File: src/sdi_defines.vh
// Constants for the serial display interface.
// Assumes inclusion by bare name from the design files.
`ifndef SDI_DEFINES_VH
`define SDI_DEFINES_VH
`define SDI_VAR_3W        2'h0
`define SDI_VAR_4W        2'h1
`define SDI_VAR_5W1       2'h2
`define SDI_VAR_5W2       2'h3
`define SDI_PRE_MAX       16
`define SDI_PRE_LEN_W     5
`define SDI_WORD_MAX      16
`define SDI_WORD_LEN_W    5
`define SDI_DIV_RESET     8'h02
`define SDI_FIFO_DEPTH    16
`define SDI_ST_IDLE       3'h0
`define SDI_ST_PRE        3'h1
`define SDI_ST_CTL1       3'h2
`define SDI_ST_CTL2       3'h3
`define SDI_ST_DATA       3'h4
`define SDI_ST_GAP        3'h5
`define SDI_ST_DONE       3'h6
`endif

File: src/sdi_fifo.v
// Synchronous FIFO for transfer words.
// Assumes one clock, synchronous active-high reset, clock enable.
`timescale 1ns/10ps
module sdi_fifo #(
    parameter WIDTH = 18,
    parameter DEPTH = 16,
    parameter AW    = 4
) (
    // Clock and reset
    input  wire             clk_sys,
    input  wire             reset,
    input  wire             clk_en,
    // Fill side
    input  wire             in_valid,
    output wire             in_ready,
    input  wire [WIDTH-1:0] in_data,
    // Drain side
    output wire             out_valid,
    input  wire             out_ready,
    output wire [WIDTH-1:0] out_data
);
    reg [WIDTH-1:0] mem [0:DEPTH-1];
    reg [AW-1:0]    wr_ptr_ff;
    reg [AW-1:0]    rd_ptr_ff;
    reg [AW:0]      count_ff;
    wire            push;
    wire            pop;

    assign in_ready  = (count_ff != DEPTH[AW:0]);
    assign out_valid = (count_ff != {(AW+1){1'b0}});
    assign out_data  = mem[rd_ptr_ff];
    assign push      = in_valid && in_ready;
    assign pop       = out_valid && out_ready;

    always @(posedge clk_sys) begin
        if (clk_en && push) begin
            mem[wr_ptr_ff] <= in_data;
        end
    end

    always @(posedge clk_sys) begin
        if (reset) begin
            wr_ptr_ff <= {AW{1'b0}};
            rd_ptr_ff <= {AW{1'b0}};
            count_ff  <= {(AW+1){1'b0}};
        end else if (clk_en) begin
            if (push) begin
                wr_ptr_ff <= (wr_ptr_ff == DEPTH[AW-1:0] - 1'b1) ? {AW{1'b0}} :
                             wr_ptr_ff + 1'b1;
            end
            if (pop) begin
                rd_ptr_ff <= (rd_ptr_ff == DEPTH[AW-1:0] - 1'b1) ? {AW{1'b0}} :
                             rd_ptr_ff + 1'b1;
            end
            if (push && !pop) begin
                count_ff <= count_ff + 1'b1;
            end else if (pop && !push) begin
                count_ff <= count_ff - 1'b1;
            end
        end
    end
endmodule

File: src/sdi_serial_display.v
// Serial display interface master with two channel configurations.
// Assumes configuration ports stay stable while busy is high.
`timescale 1ns/10ps
`include "sdi_defines.vh"
//
// Contract
// - Four variants are selectable: 3-wire, 4-wire, 5-wire type 1 and type 2.
// - Type 1 has the display sample select on the clock, type 2 on chip select.
// - The 3-wire variant uses separate in/out data plus an output enable for the pad.
// - An optional preamble of programmable length and content precedes each transfer.
// - A read/write bit and a register-select bit follow, in programmable order.
// - The read/write bit can be disabled so select goes straight to data.
// - The data phase carries one word or a continuous burst of words.
// - In type 1 the separate select line changes only at word boundaries.
// - Each of two channels holds its own variant, preamble and control options.
module sdi_serial_display #(
    parameter WORD_W = `SDI_WORD_MAX,
    parameter PRE_W  = `SDI_PRE_MAX,
    parameter DEPTH  = `SDI_FIFO_DEPTH
) (
    // Clock, reset, enable
    input  wire                       clk_sys,
    input  wire                       reset,
    input  wire                       clk_en,
    // Channel configuration, index 0 and 1; cfg_clk_div is shared by both channels
    input  wire [3:0]                 cfg_variant,
    input  wire [2*`SDI_PRE_LEN_W-1:0] cfg_pre_len,
    input  wire [2*PRE_W-1:0]         cfg_pre_bits,
    input  wire [1:0]                 cfg_rw_en,
    input  wire [1:0]                 cfg_rs_first,
    input  wire [2*`SDI_WORD_LEN_W-1:0] cfg_word_len,
    input  wire [7:0]                 cfg_clk_div,
    // Transfer word stream: {last, select, data}
    input  wire                       word_valid,
    output wire                       word_ready,
    input  wire [WORD_W-1:0]          word_data,
    input  wire                       word_select,
    input  wire                       word_last,
    input  wire                       xfer_channel,
    input  wire                       xfer_read,
    // Read data back
    output reg                        rd_valid_ff,
    output reg  [WORD_W-1:0]          rd_data_ff,
    output wire                       busy,
    // Display pins
    output reg  [1:0]                 display_chip_select_n_ff,
    output reg                        serial_display_clock_ff,
    output reg                        serial_data_out_ff,
    output reg                        serial_data_out_enable_ff,
    output reg                        register_select_bit_ff,
    input  wire                       serial_data_in
);
    localparam FW = WORD_W + 2;

    wire            f_valid;
    reg             f_pop;
    wire [FW-1:0]   f_data;

    reg  [2:0]      st_ff;
    reg             ch_ff;
    reg  [1:0]      var_ff;
    reg             rd_ff;
    reg  [`SDI_PRE_LEN_W-1:0]  cnt_ff;
    reg  [PRE_W-1:0]           pre_sh_ff;
    reg  [WORD_W-1:0]          sh_ff;
    reg  [WORD_W-1:0]          in_sh_ff;
    reg             sel_ff;
    reg             last_ff;
    reg  [7:0]      div_ff;
    reg             phase_ff;
    reg  [2:0]      sync_ff;
    reg             din_ff;

    sdi_fifo #(
        .WIDTH (FW),
        .DEPTH (DEPTH),
        .AW    (4)
    ) u_fifo (
        .clk_sys   (clk_sys),
        .reset     (reset),
        .clk_en    (clk_en),
        .in_valid  (word_valid),
        .in_ready  (word_ready),
        .in_data   ({word_last, word_select, word_data}),
        .out_valid (f_valid),
        .out_ready (f_pop),
        .out_data  (f_data)
    );

    function [`SDI_PRE_LEN_W-1:0] pick_len;
        input [2*`SDI_PRE_LEN_W-1:0] v;
        input                        c;
        begin
            pick_len = c ? v[2*`SDI_PRE_LEN_W-1:`SDI_PRE_LEN_W] :
                           v[`SDI_PRE_LEN_W-1:0];
        end
    endfunction

    assign busy = (st_ff != `SDI_ST_IDLE);

    // Pin input: three stages, change counted when stages two and three agree
    always @(posedge clk_sys) begin
        if (reset) begin
            sync_ff <= 3'h0;
            din_ff  <= 1'b0;
        end else if (clk_en) begin
            sync_ff <= {sync_ff[1:0], serial_data_in};
            if (sync_ff[1] == sync_ff[2]) begin
                din_ff <= sync_ff[2];
            end
        end
    end

    // Bit tick: half period timer
    wire tick = (div_ff == 8'h00);
    wire fall = tick && phase_ff;
    wire rw_bit = rd_ff;
    wire rs_first = cfg_rs_first[ch_ff];
    wire rw_on = cfg_rw_en[ch_ff];
    wire [`SDI_WORD_LEN_W-1:0] wlen = pick_len(cfg_word_len, ch_ff);

    always @(posedge clk_sys) begin
        if (reset) begin
            st_ff                     <= `SDI_ST_IDLE;
            ch_ff                     <= 1'b0;
            var_ff                    <= `SDI_VAR_3W;
            rd_ff                     <= 1'b0;
            cnt_ff                    <= {`SDI_PRE_LEN_W{1'b0}};
            pre_sh_ff                 <= {PRE_W{1'b0}};
            sh_ff                     <= {WORD_W{1'b0}};
            in_sh_ff                  <= {WORD_W{1'b0}};
            sel_ff                    <= 1'b0;
            last_ff                   <= 1'b0;
            div_ff                    <= `SDI_DIV_RESET;
            phase_ff                  <= 1'b0;
            f_pop                     <= 1'b0;
            rd_valid_ff               <= 1'b0;
            rd_data_ff                <= {WORD_W{1'b0}};
            display_chip_select_n_ff  <= 2'h3;
            serial_display_clock_ff   <= 1'b0;
            serial_data_out_ff        <= 1'b0;
            serial_data_out_enable_ff <= 1'b0;
            register_select_bit_ff    <= 1'b0;
        end else if (clk_en) begin
            f_pop       <= 1'b0;
            rd_valid_ff <= 1'b0;
            if (st_ff != `SDI_ST_IDLE) begin
                div_ff <= tick ? cfg_clk_div : div_ff - 8'h01;
                if (tick && st_ff != `SDI_ST_GAP && st_ff != `SDI_ST_DONE) begin
                    phase_ff                <= ~phase_ff;
                    serial_display_clock_ff <= ~phase_ff;
                end
            end
            case (st_ff)
                `SDI_ST_IDLE: begin
                    if (f_valid && !f_pop) begin
                        ch_ff     <= xfer_channel;
                        var_ff    <= xfer_channel ? cfg_variant[3:2] : cfg_variant[1:0];
                        rd_ff     <= xfer_read;
                        pre_sh_ff <= xfer_channel ? cfg_pre_bits[2*PRE_W-1:PRE_W] :
                                                    cfg_pre_bits[PRE_W-1:0];
                        cnt_ff    <= pick_len(cfg_pre_len, xfer_channel);
                        sh_ff     <= f_data[WORD_W-1:0];
                        sel_ff    <= f_data[WORD_W];
                        last_ff   <= f_data[WORD_W+1];
                        f_pop     <= 1'b1;
                        div_ff    <= cfg_clk_div;
                        phase_ff  <= 1'b0;
                        display_chip_select_n_ff[xfer_channel] <= 1'b0;
                        serial_data_out_enable_ff <= 1'b1;
                        st_ff <= (pick_len(cfg_pre_len, xfer_channel) != 0) ?
                                 `SDI_ST_PRE : `SDI_ST_CTL1;
                        // first preamble bit, else first control bit
                        if (pick_len(cfg_pre_len, xfer_channel) != 0) begin
                            serial_data_out_ff <= xfer_channel ? cfg_pre_bits[2*PRE_W-1] :
                                                                 cfg_pre_bits[PRE_W-1];
                        end else if (cfg_rs_first[xfer_channel] || !cfg_rw_en[xfer_channel]) begin
                            serial_data_out_ff <= f_data[WORD_W];
                        end else begin
                            serial_data_out_ff <= xfer_read;
                        end
                        // type 2 select valid at chip select
                        if ((xfer_channel ? cfg_variant[3:2] : cfg_variant[1:0]) ==
                            `SDI_VAR_5W2) begin
                            register_select_bit_ff <= f_data[WORD_W];
                        end
                    end
                end
                `SDI_ST_PRE: begin
                    if (fall) begin
                        pre_sh_ff <= {pre_sh_ff[PRE_W-2:0], 1'b0};
                        cnt_ff    <= cnt_ff - 1'b1;
                        if (cnt_ff == 1) begin
                            st_ff <= `SDI_ST_CTL1;
                            serial_data_out_ff <= (rs_first || !rw_on) ? sel_ff : rw_bit;
                        end else begin
                            serial_data_out_ff <= pre_sh_ff[PRE_W-2];
                        end
                    end
                end
                `SDI_ST_CTL1: begin
                    if (fall) begin
                        if (rw_on) begin
                            st_ff <= `SDI_ST_CTL2;
                            serial_data_out_ff <= rs_first ? rw_bit : sel_ff;
                        end else begin
                            st_ff  <= `SDI_ST_DATA;
                            cnt_ff <= wlen;
                            serial_data_out_ff <= sh_ff[WORD_W-1];
                        end
                    end
                end
                `SDI_ST_CTL2: begin
                    if (fall) begin
                        st_ff  <= `SDI_ST_DATA;
                        cnt_ff <= wlen;
                        serial_data_out_ff <= sh_ff[WORD_W-1];
                        if (rd_ff && var_ff == `SDI_VAR_3W) begin
                            serial_data_out_enable_ff <= 1'b0;
                        end
                    end
                end
                `SDI_ST_DATA: begin
                    // type 1 and type 2 select follow the current word
                    if (var_ff == `SDI_VAR_5W1 || var_ff == `SDI_VAR_5W2) begin
                        register_select_bit_ff <= sel_ff;
                    end
                    if (tick && !phase_ff) begin
                        in_sh_ff <= {in_sh_ff[WORD_W-2:0], din_ff};
                    end
                    if (fall) begin
                        sh_ff  <= {sh_ff[WORD_W-2:0], 1'b0};
                        cnt_ff <= cnt_ff - 1'b1;
                        serial_data_out_ff <= sh_ff[WORD_W-2];
                        if (cnt_ff == 1) begin
                            if (rd_ff) begin
                                rd_valid_ff <= 1'b1;
                                rd_data_ff  <= in_sh_ff;
                            end
                            st_ff <= `SDI_ST_GAP;
                        end
                    end
                end
                `SDI_ST_GAP: begin
                    if (!last_ff && f_valid && !f_pop) begin
                        sh_ff    <= f_data[WORD_W-1:0];
                        sel_ff   <= f_data[WORD_W];
                        last_ff  <= f_data[WORD_W+1];
                        f_pop    <= 1'b1;
                        cnt_ff   <= wlen;
                        serial_data_out_ff <= f_data[WORD_W-1];
                        st_ff    <= `SDI_ST_DATA;
                        // type 1 select moves at word boundary
                        if (var_ff == `SDI_VAR_5W1) begin
                            register_select_bit_ff <= f_data[WORD_W];
                        end
                    end else if (last_ff) begin
                        st_ff <= `SDI_ST_DONE;
                    end
                end
                `SDI_ST_DONE: begin
                    display_chip_select_n_ff  <= 2'h3;
                    serial_data_out_enable_ff <= 1'b0;
                    serial_display_clock_ff   <= 1'b0;
                    phase_ff                  <= 1'b0;
                    st_ff                     <= `SDI_ST_IDLE;
                end
                default: begin
                    st_ff <= `SDI_ST_IDLE;
                end
            endcase
        end
    end
endmodule

File: config.mk
export PLATFORM = sky130hd
export DESIGN_NAME = sdi_serial_display
export DESIGN_NICKNAME = d
export VERILOG_FILES = /design/src/sdi_fifo.v /design/src/sdi_serial_display.v
export VERILOG_INCLUDE_DIRS = /design/src
export SDC_FILE = /design/constraint.sdc
export NUM_CORES = 1
export LEC_CHECK = 0
export ABC_CLOCK_PERIOD_IN_PS = 3700
export BUFFER_PORTS_ARGS = -buffer_cell sky130_fd_sc_hd__buf_2
export CORE_MARGIN = 2
export CORE_UTILIZATION = 40
export CTS_BUF_LIST = sky130_fd_sc_hd__clkbuf_4
export DETAILED_ROUTE_END_ITERATION = 10
export HOLD_SLACK_MARGIN = 0.1
export MAX_ROUTING_LAYER = met4
export PLACE_DENSITY_LB_ADDON = 0.3
export SYNTH_ARGS = -nofsm -noshare
export SYNTH_HDL_FRONTEND = slang
export SYNTH_SLANG_ARGS = --single-unit
File: constraint.sdc
create_clock -name clk_sys -period 3.7 [get_ports clk_sys]
set_input_delay 0.37 -clock clk_sys [delete_from_list [all_inputs] [get_ports clk_sys]]
set_output_delay 0.37 -clock clk_sys [all_outputs]
set_load 0.05 [all_outputs]
* Word-level counts from Yosys, hierarchy flattened
Memory sizes are Yosys's and may differ from the RTL's. A register that Yosys moved wholly into a read port is not among the register bits. Index checks and enable logic that the tools add are counted.
Cells by class: add/subtract/negate cells 6, $lt $le $gt $ge 3, equality and inequality tests 31, mux-type cells 98, bitwise operators 3, reduce and logical (&&, ||, !) cells 58
Operator list (count):
- $mux 5 | 10
- $mux 1 | 48
- $mux 16 | 3
- $pmux 16 s3 | 1
- $mux 15 | 3
- $mux 8 | 4
- $mux 3 | 10
- $pmux 15 s2 | 1
- $ne 2x2->1 const B | 13
- $pmux 5 s5 | 1
- $pmux 3 s6 | 1
- $mux 4 | 4
- $reduce_and 8->1 | 2
- $reduce_and 5->1 | 3
- $reduce_bool 5->1 | 3
- $logic_and 1x1->1 | 14
- $reduce_and 3->1 | 4
- $reduce_bool 2->1 | 6
- $sub 5x1->5 const B | 2
- $eq 3x3->1 const B | 3
- $ne 3x3->1 const B | 3
- $reduce_and 9->1 | 1
- $reduce_bool 3->1 | 3
- $add 4x1->4 const B | 2
- other kinds (31) | 54
Word-level totals: register bits after elaboration 111, RAM bits 288, input port bits 93, output and inout bits 25, memories 1
Memory list:
- u_fifo.mem | words 16, bits a word 18, rd ports 1, clocked after memory_dff 1, write ports 1, RTL line sdi_fifo.v:22 | reg [WIDTH-1:0] mem [0:DEPTH-1];

* Logic depth before layout (Yosys ltp)
word-level depth 8, mapped depth 12

* Modules after synthesis
From an unflattened synthesis, not the netlist that was laid out.
Unflattened totals: cells, all modules 1192, area total of the unflattened synthesis 16928.7 um2
By module, submodules not included:
- sdi_fifo | times used 1, cells each 560, area an instance 11741.3 um2, sequential area each 8988.6 um2
- sdi_serial_display | times used 1, cells each 632, area an instance 5187.5 um2, sequential area each 1961.9 um2

* Worst setup path after synthesis
Ideal clock, no wire load.
path type register -> register, from reg u_fifo.count_ff[0], to mem u_fifo.mem[3][0] (enable), arrival time 2.575 ns, path slack 0.709 ns, stages on the path, launching flop included 6, buffers on the path 1, period minus slack after synthesis 2.991 ns, cells stage by stage dfxtp_1 nor4_2 buf_4 a211oi_2 nand2_1 nor3_1
On the way: word-level cells in the longest chain between the ends 5
Ends and longest elaborated chain:
- from (decl) | RTL line sdi_fifo.v:25 | reg [AW:0] count_ff;
- from (signal assigned) | RTL line sdi_fifo.v:45 | count_ff <= {(AW+1){1'b0}};
- from (signal assigned) | RTL line sdi_fifo.v:56 | count_ff <= count_ff + 1'b1;
- from (signal assigned) | RTL line sdi_fifo.v:58 | count_ff <= count_ff - 1'b1;
- $ne 5x5->1 | RTL line sdi_fifo.v:29 | assign in_ready = (count_ff != DEPTH[AW:0]);
- $logic_and 1x1->1 | RTL line sdi_fifo.v:32 | assign push = in_valid && in_ready;
- $logic_and 1x1->1 | RTL line sdi_fifo.v:36 | if (clk_en && push) begin
- $mux 1 | RTL line sdi_fifo.v:36
- $mux 1 (not written as such) | RTL line sdi_fifo.v:37 | mem[wr_ptr_ff] <= in_data;
- to (decl) | RTL line sdi_fifo.v:22
Every way passes these cells.

* Worst setup path after layout
from reg div_ff[0], to reg pre_sh_ff[13]
On the way: word-level cells in the longest chain between the ends 4
Ends and longest elaborated chain:
- from (decl) | RTL line sdi_serial_display.v:69 | reg [7:0] div_ff;
- from (signal assigned) | RTL line sdi_serial_display.v:134 | div_ff <= `SDI_DIV_RESET;
- from (signal assigned) | RTL line sdi_serial_display.v:148 | div_ff <= tick ? cfg_clk_div : div_ff - 8'h01;
- from (signal assigned) | RTL line sdi_serial_display.v:167 | div_ff <= cfg_clk_div;
- $logic_not 8->1 | RTL line sdi_serial_display.v:115 | wire tick = (div_ff == 8'h00);
- $logic_and 1x1->1 | RTL line sdi_serial_display.v:116 | wire fall = tick && phase_ff;
- $ne 2x2->1 (no line)
- $reduce_and 4->1 (no line)
- to (signal assigned) | RTL line sdi_serial_display.v:129 | pre_sh_ff <= {PRE_W{1'b0}};
- to (signal assigned) | RTL line sdi_serial_display.v:160 | pre_sh_ff <= xfer_channel ? cfg_pre_bits[2*PRE_W-1:PRE_W] :
- to (signal assigned) | RTL line sdi_serial_display.v:191 | pre_sh_ff <= {pre_sh_ff[PRE_W-2:0], 1'b0};
- to (decl) | RTL line sdi_serial_display.v:64 | reg [PRE_W-1:0] pre_sh_ff;
Every way passes these cells. A chain may end at the register's enable or synchronous reset.

==> results <==
- The run finished with clean final reports.
- The number of CTS-inserted buffers is 101.
- The number of iterations in the first detailed-routing pass is 5.
- Across the VDD grid, the largest voltage drop is 308 uV.
- The max capacitance violation total is 0.
- The number of synthesized flops with an enable pin is 288.
- The number of global-route vias before repair was 10500.
- The die covers 0.0440 mm^2.
- The largest fanout on the critical path is 15.
- Of the available clock period, the critical path in the final layout requires 0.785.
- The initial antenna violation count is 3.
- Setup repair after global routing left no endpoint under its margin.
- The first routing iteration left 856 violations.
- The count of mapped cells out of synthesis is 1127.
- The worst pin sits at a relative slew slack of 0.417.
- The average cell area after synthesis is 15.0 um^2.
- The remaining design rule violation count is 0.
- Yosys attributes the largest share of cell area to sky130_fd_sc_hd__edfxtp_1, sky130_fd_sc_hd__dfxtp_1, sky130_fd_sc_hd__mux4_2.
- On the final layout, the worst clock skew is 0.0561 ns.
- The type of the most critical hold path is in2reg.
- The required arrival time at the worst endpoint is 4.36 ns.
- After global routing the overflow that remains totals 0.
- Summed over all nets, the half-perimeter wirelength after detailed placement is 22.9 mm.
- Across every metal layer, demand over resource in global routing totals 0.183.
- The worst setup path is captured at a register.
- Detailed routing inserted a total of 10700 vias.
- For the worst setup path, the data arrival time is 3.56 ns.
- The count of endpoints failing setup in the final report is 0.
- The placeable core region is 0.0419 mm^2.
- The post-detailed-route count of antenna-violating nets is 0.
- The clock input transition at the sequential cells of the worst setup and hold paths is 0.07 ns.
- The worst setup path is launched from a register.
- The routed length per placed instance is 19.4 um.
- The portion of synthesized cell area occupied by the leading cell type is 0.511.
- At the later pin of the worst-skew pair, clock insertion delay measures 0.82 ns.
- The overall die width is 210 um.
- The initial standard-cell utilization of the core is 0.404.
- The number of sinks on the clock net is 403.
- The number of distinct library cells after synthesis is 82.
- In the synthesized netlist the async set-or-reset flop fraction comes to 0.
- The clock tree from TritonCTS is built.
- Counting every net in the synthesized netlist gives 1234.
- In this run, synthesis produced a sequential element count of 403.
- Compared with the post-synthesis result, the final layout area differs by 19.2%.
- The worst stage delay on the critical path is 0.61 ns.
- The clock tree synthesis step divided the H-tree into 3 levels.
- The leakage power total is 0.00695 uW.
- The routed design has 38.9 mm of wire.
- The synthesized netlist occupies a cell area of 0.0169 mm^2.
- The number of top-level pins is 118.
- The fraction of layout cells with a size suffix above 1 is 0.298.
- At the pin with the least slew margin, the transition time is 0.873 ns.
- The placement-stage worst setup slack is 0.848 ns.
- The signal on the critical path passes through inv_1, ha_1, or4bb_1, o21ai_1, o2111a_1, buf_4, mux2i_1, nor2_1, dlygate4sd3_1.
- The maximum buffer depth of the clock tree is 3.
- The final layout contains 1496 nets.
- The ratio of total power to cell area is 536 mW/mm^2.
- The largest individual stage delay along the critical path comes from the cell sky130_fd_sc_hd__or4bb_1.
- The hold violation total from the final report is 0.
- The proportion of synthesized chip area in sequential cells is 0.647.
- The number of port buffers is 117.
- The weighted congestion reported at the end of routability-driven placement is 0.852.
- Dividing the detail-routed via count by the number of cells gives 5.32.
- The highest attainable clock frequency is 344 MHz.
- The final-report max-slew violation count is 0.
- In the synthesized netlist the dominant register cell turns out to be sky130_fd_sc_hd__edfxtp_1.
- After layout, the worst setup slack is 0.797 ns.
- The critical path class is reg2reg.
- The first global-routing pass estimated 60.0 mm of wire.
- The clock period could shrink to 2.90 ns.
- The chip height is 210 um.
- The total number of placement rows is 75.
- The largest net degree at the start of global routing is 68.
- The root buffer cell is sky130_fd_sc_hd__clkbuf_4.
- The Yosys step of the flow raised 0 warnings.
- The sum of negative setup slack is 0 ns.
- Summed over all instances, the cell type with the most area after synthesis is sky130_fd_sc_hd__edfxtp_1.
-- report_power, final --
part           switching, uW  internal (uW)  leakage, uW
Clock                   1770           1810     0.000738
Combinational           1120            831      0.00269
Sequential               233           5040      0.00353
-- worst paths after layout --
path,start,to,slack (ns),cells after the start
max,div_ff[0],pre_sh_ff[13],0.80,9
min,word_valid,u_fifo.wr_ptr_ff[0],0.18,5
max reg2reg,div_ff[0],pre_sh_ff[13],0.80,9
min reg2reg,display_chip_select_n_ff[1],display_chip_select_n_ff[1],0.44,2
-- logic make-up after synthesis --
| logic type | Yosys count | share of synthesized area |
|---|---|---|
| compound gates | 192 | 0.0777 |
| mux | 163 | 0.159 |
| buf+inv | 81 | 0.0253 |
| simple gates | 265 | 0.0750 |
| flops | 403 | 0.647 |
| xor+xnor | 9 | 0.00466 |
| fa+ha+maj | 14 | 0.0108 |
-- synth_stat cells, drive strengths merged (3+ instances only) --
cell type,n
o22ai,4
a31oi,8
a211o,3
a21oi,57
o21ai,40
or3,6
nand2b,5
nor3,11
and3b,4
o221ai,3
mux2i,75
nor2,91
clkbuf,26
buf,38
o211ai,4
xnor2,4
a211oi,17
mux4,85
a2111oi,3
edfxtp,288
nand2,88
o32ai,4
a21o,9
or2,3
xor2,5
nor3b,6
inv,15
nand3,14
nor2b,19
mux2,3
ha,13
a311oi,3
a221oi,3
dfxtp,115
a221o,14
nor4,4
-- placed cells by master, fill, tap and decap left out, drive strengths merged, types with 40 or more instances in the layout --
cell | Yosys | layout
a21oi | 57 | 57
buf | 38 | 151
clkbuf | 26 | 145
dfxtp | 115 | 115
dlygate4sd3 | 0 | 72
edfxtp | 288 | 288
mux2i | 75 | 75
mux4 | 85 | 85
nand2 | 88 | 88
nor2 | 91 | 91
o21ai | 40 | 40
-- metrics by stage --
stage	total power (uW)	util	area, um^2	hold WS (ns)	instances
after floorplan	6750	-	16900	0.432	1127
after global placement	7180	0.435	18200	0.435	1753
after detailed placement	7220	0.435	18200	0.434	1753
after CTS	10900	0.482	20200	0.104	2001
after global routing	11400	0.482	20200	0.146	2004
final	10800	0.482	20200	0.176	2004
-- area by class of cell --
cell class / instances / area, um^2
Fill cell: 3647 / 21700
Tap cell: 539 / 674
Clock inverter: 31 / 153
Multi-Input combinational cell: 643 / 5600
Antenna cell: 3 / 7.51
Sequential cell: 403 / 11000
Inverter: 17 / 63.8
Clock buffer: 145 / 1090
Timing Repair Buffer: 223 / 1630
-- worst max-delay path: cells and delay by family, from the launching register on --
kind,cells,cell delay [ns]
adders and majority gates,1,0.18
buffers and inverters,3,0.94
muxes,1,0.22
DFF,1,0.36
and+or+nand+nor,2,0.66
AOI/OAI and AO/OA,2,0.39
-- layer usage --
layer,vias to the layer above,track usage,wire (um)
met5,-,-,0
met4,0,0.0604,752
met3,61,0.0434,2300
met2,341,0.286,18500
met1,5270,0.238,17400
li1,4981,-,-
-- flip-flops by register name, indices dropped and copies added (netlist names), 2 cells and up, named ones only --
| signal | cells |
|---|---|
| cnt_ff | 5 |
| display_chip_select_n_ff | 2 |
| div_ff | 8 |
| in_sh_ff | 16 |
| pre_sh_ff | 15 |
| rd_data_ff | 16 |
| sh_ff | 16 |
| st_ff | 3 |
| sync_ff | 3 |
| u_fifo.count_ff | 5 |
| u_fifo.mem | 288 |
| u_fifo.rd_ptr_ff | 4 |
| u_fifo.wr_ptr_ff | 4 |
| var_ff | 2 |
-- repair_timing --
action / 4_1_cts / 5_1_grt
endpoints found under the hold margin: 335 / 0
resized for setup: 0 / 0
buffers inserted: 0 / 0
hold buffers: 72 / 0
Note: power is estimated with default switching activity, not from simulation.
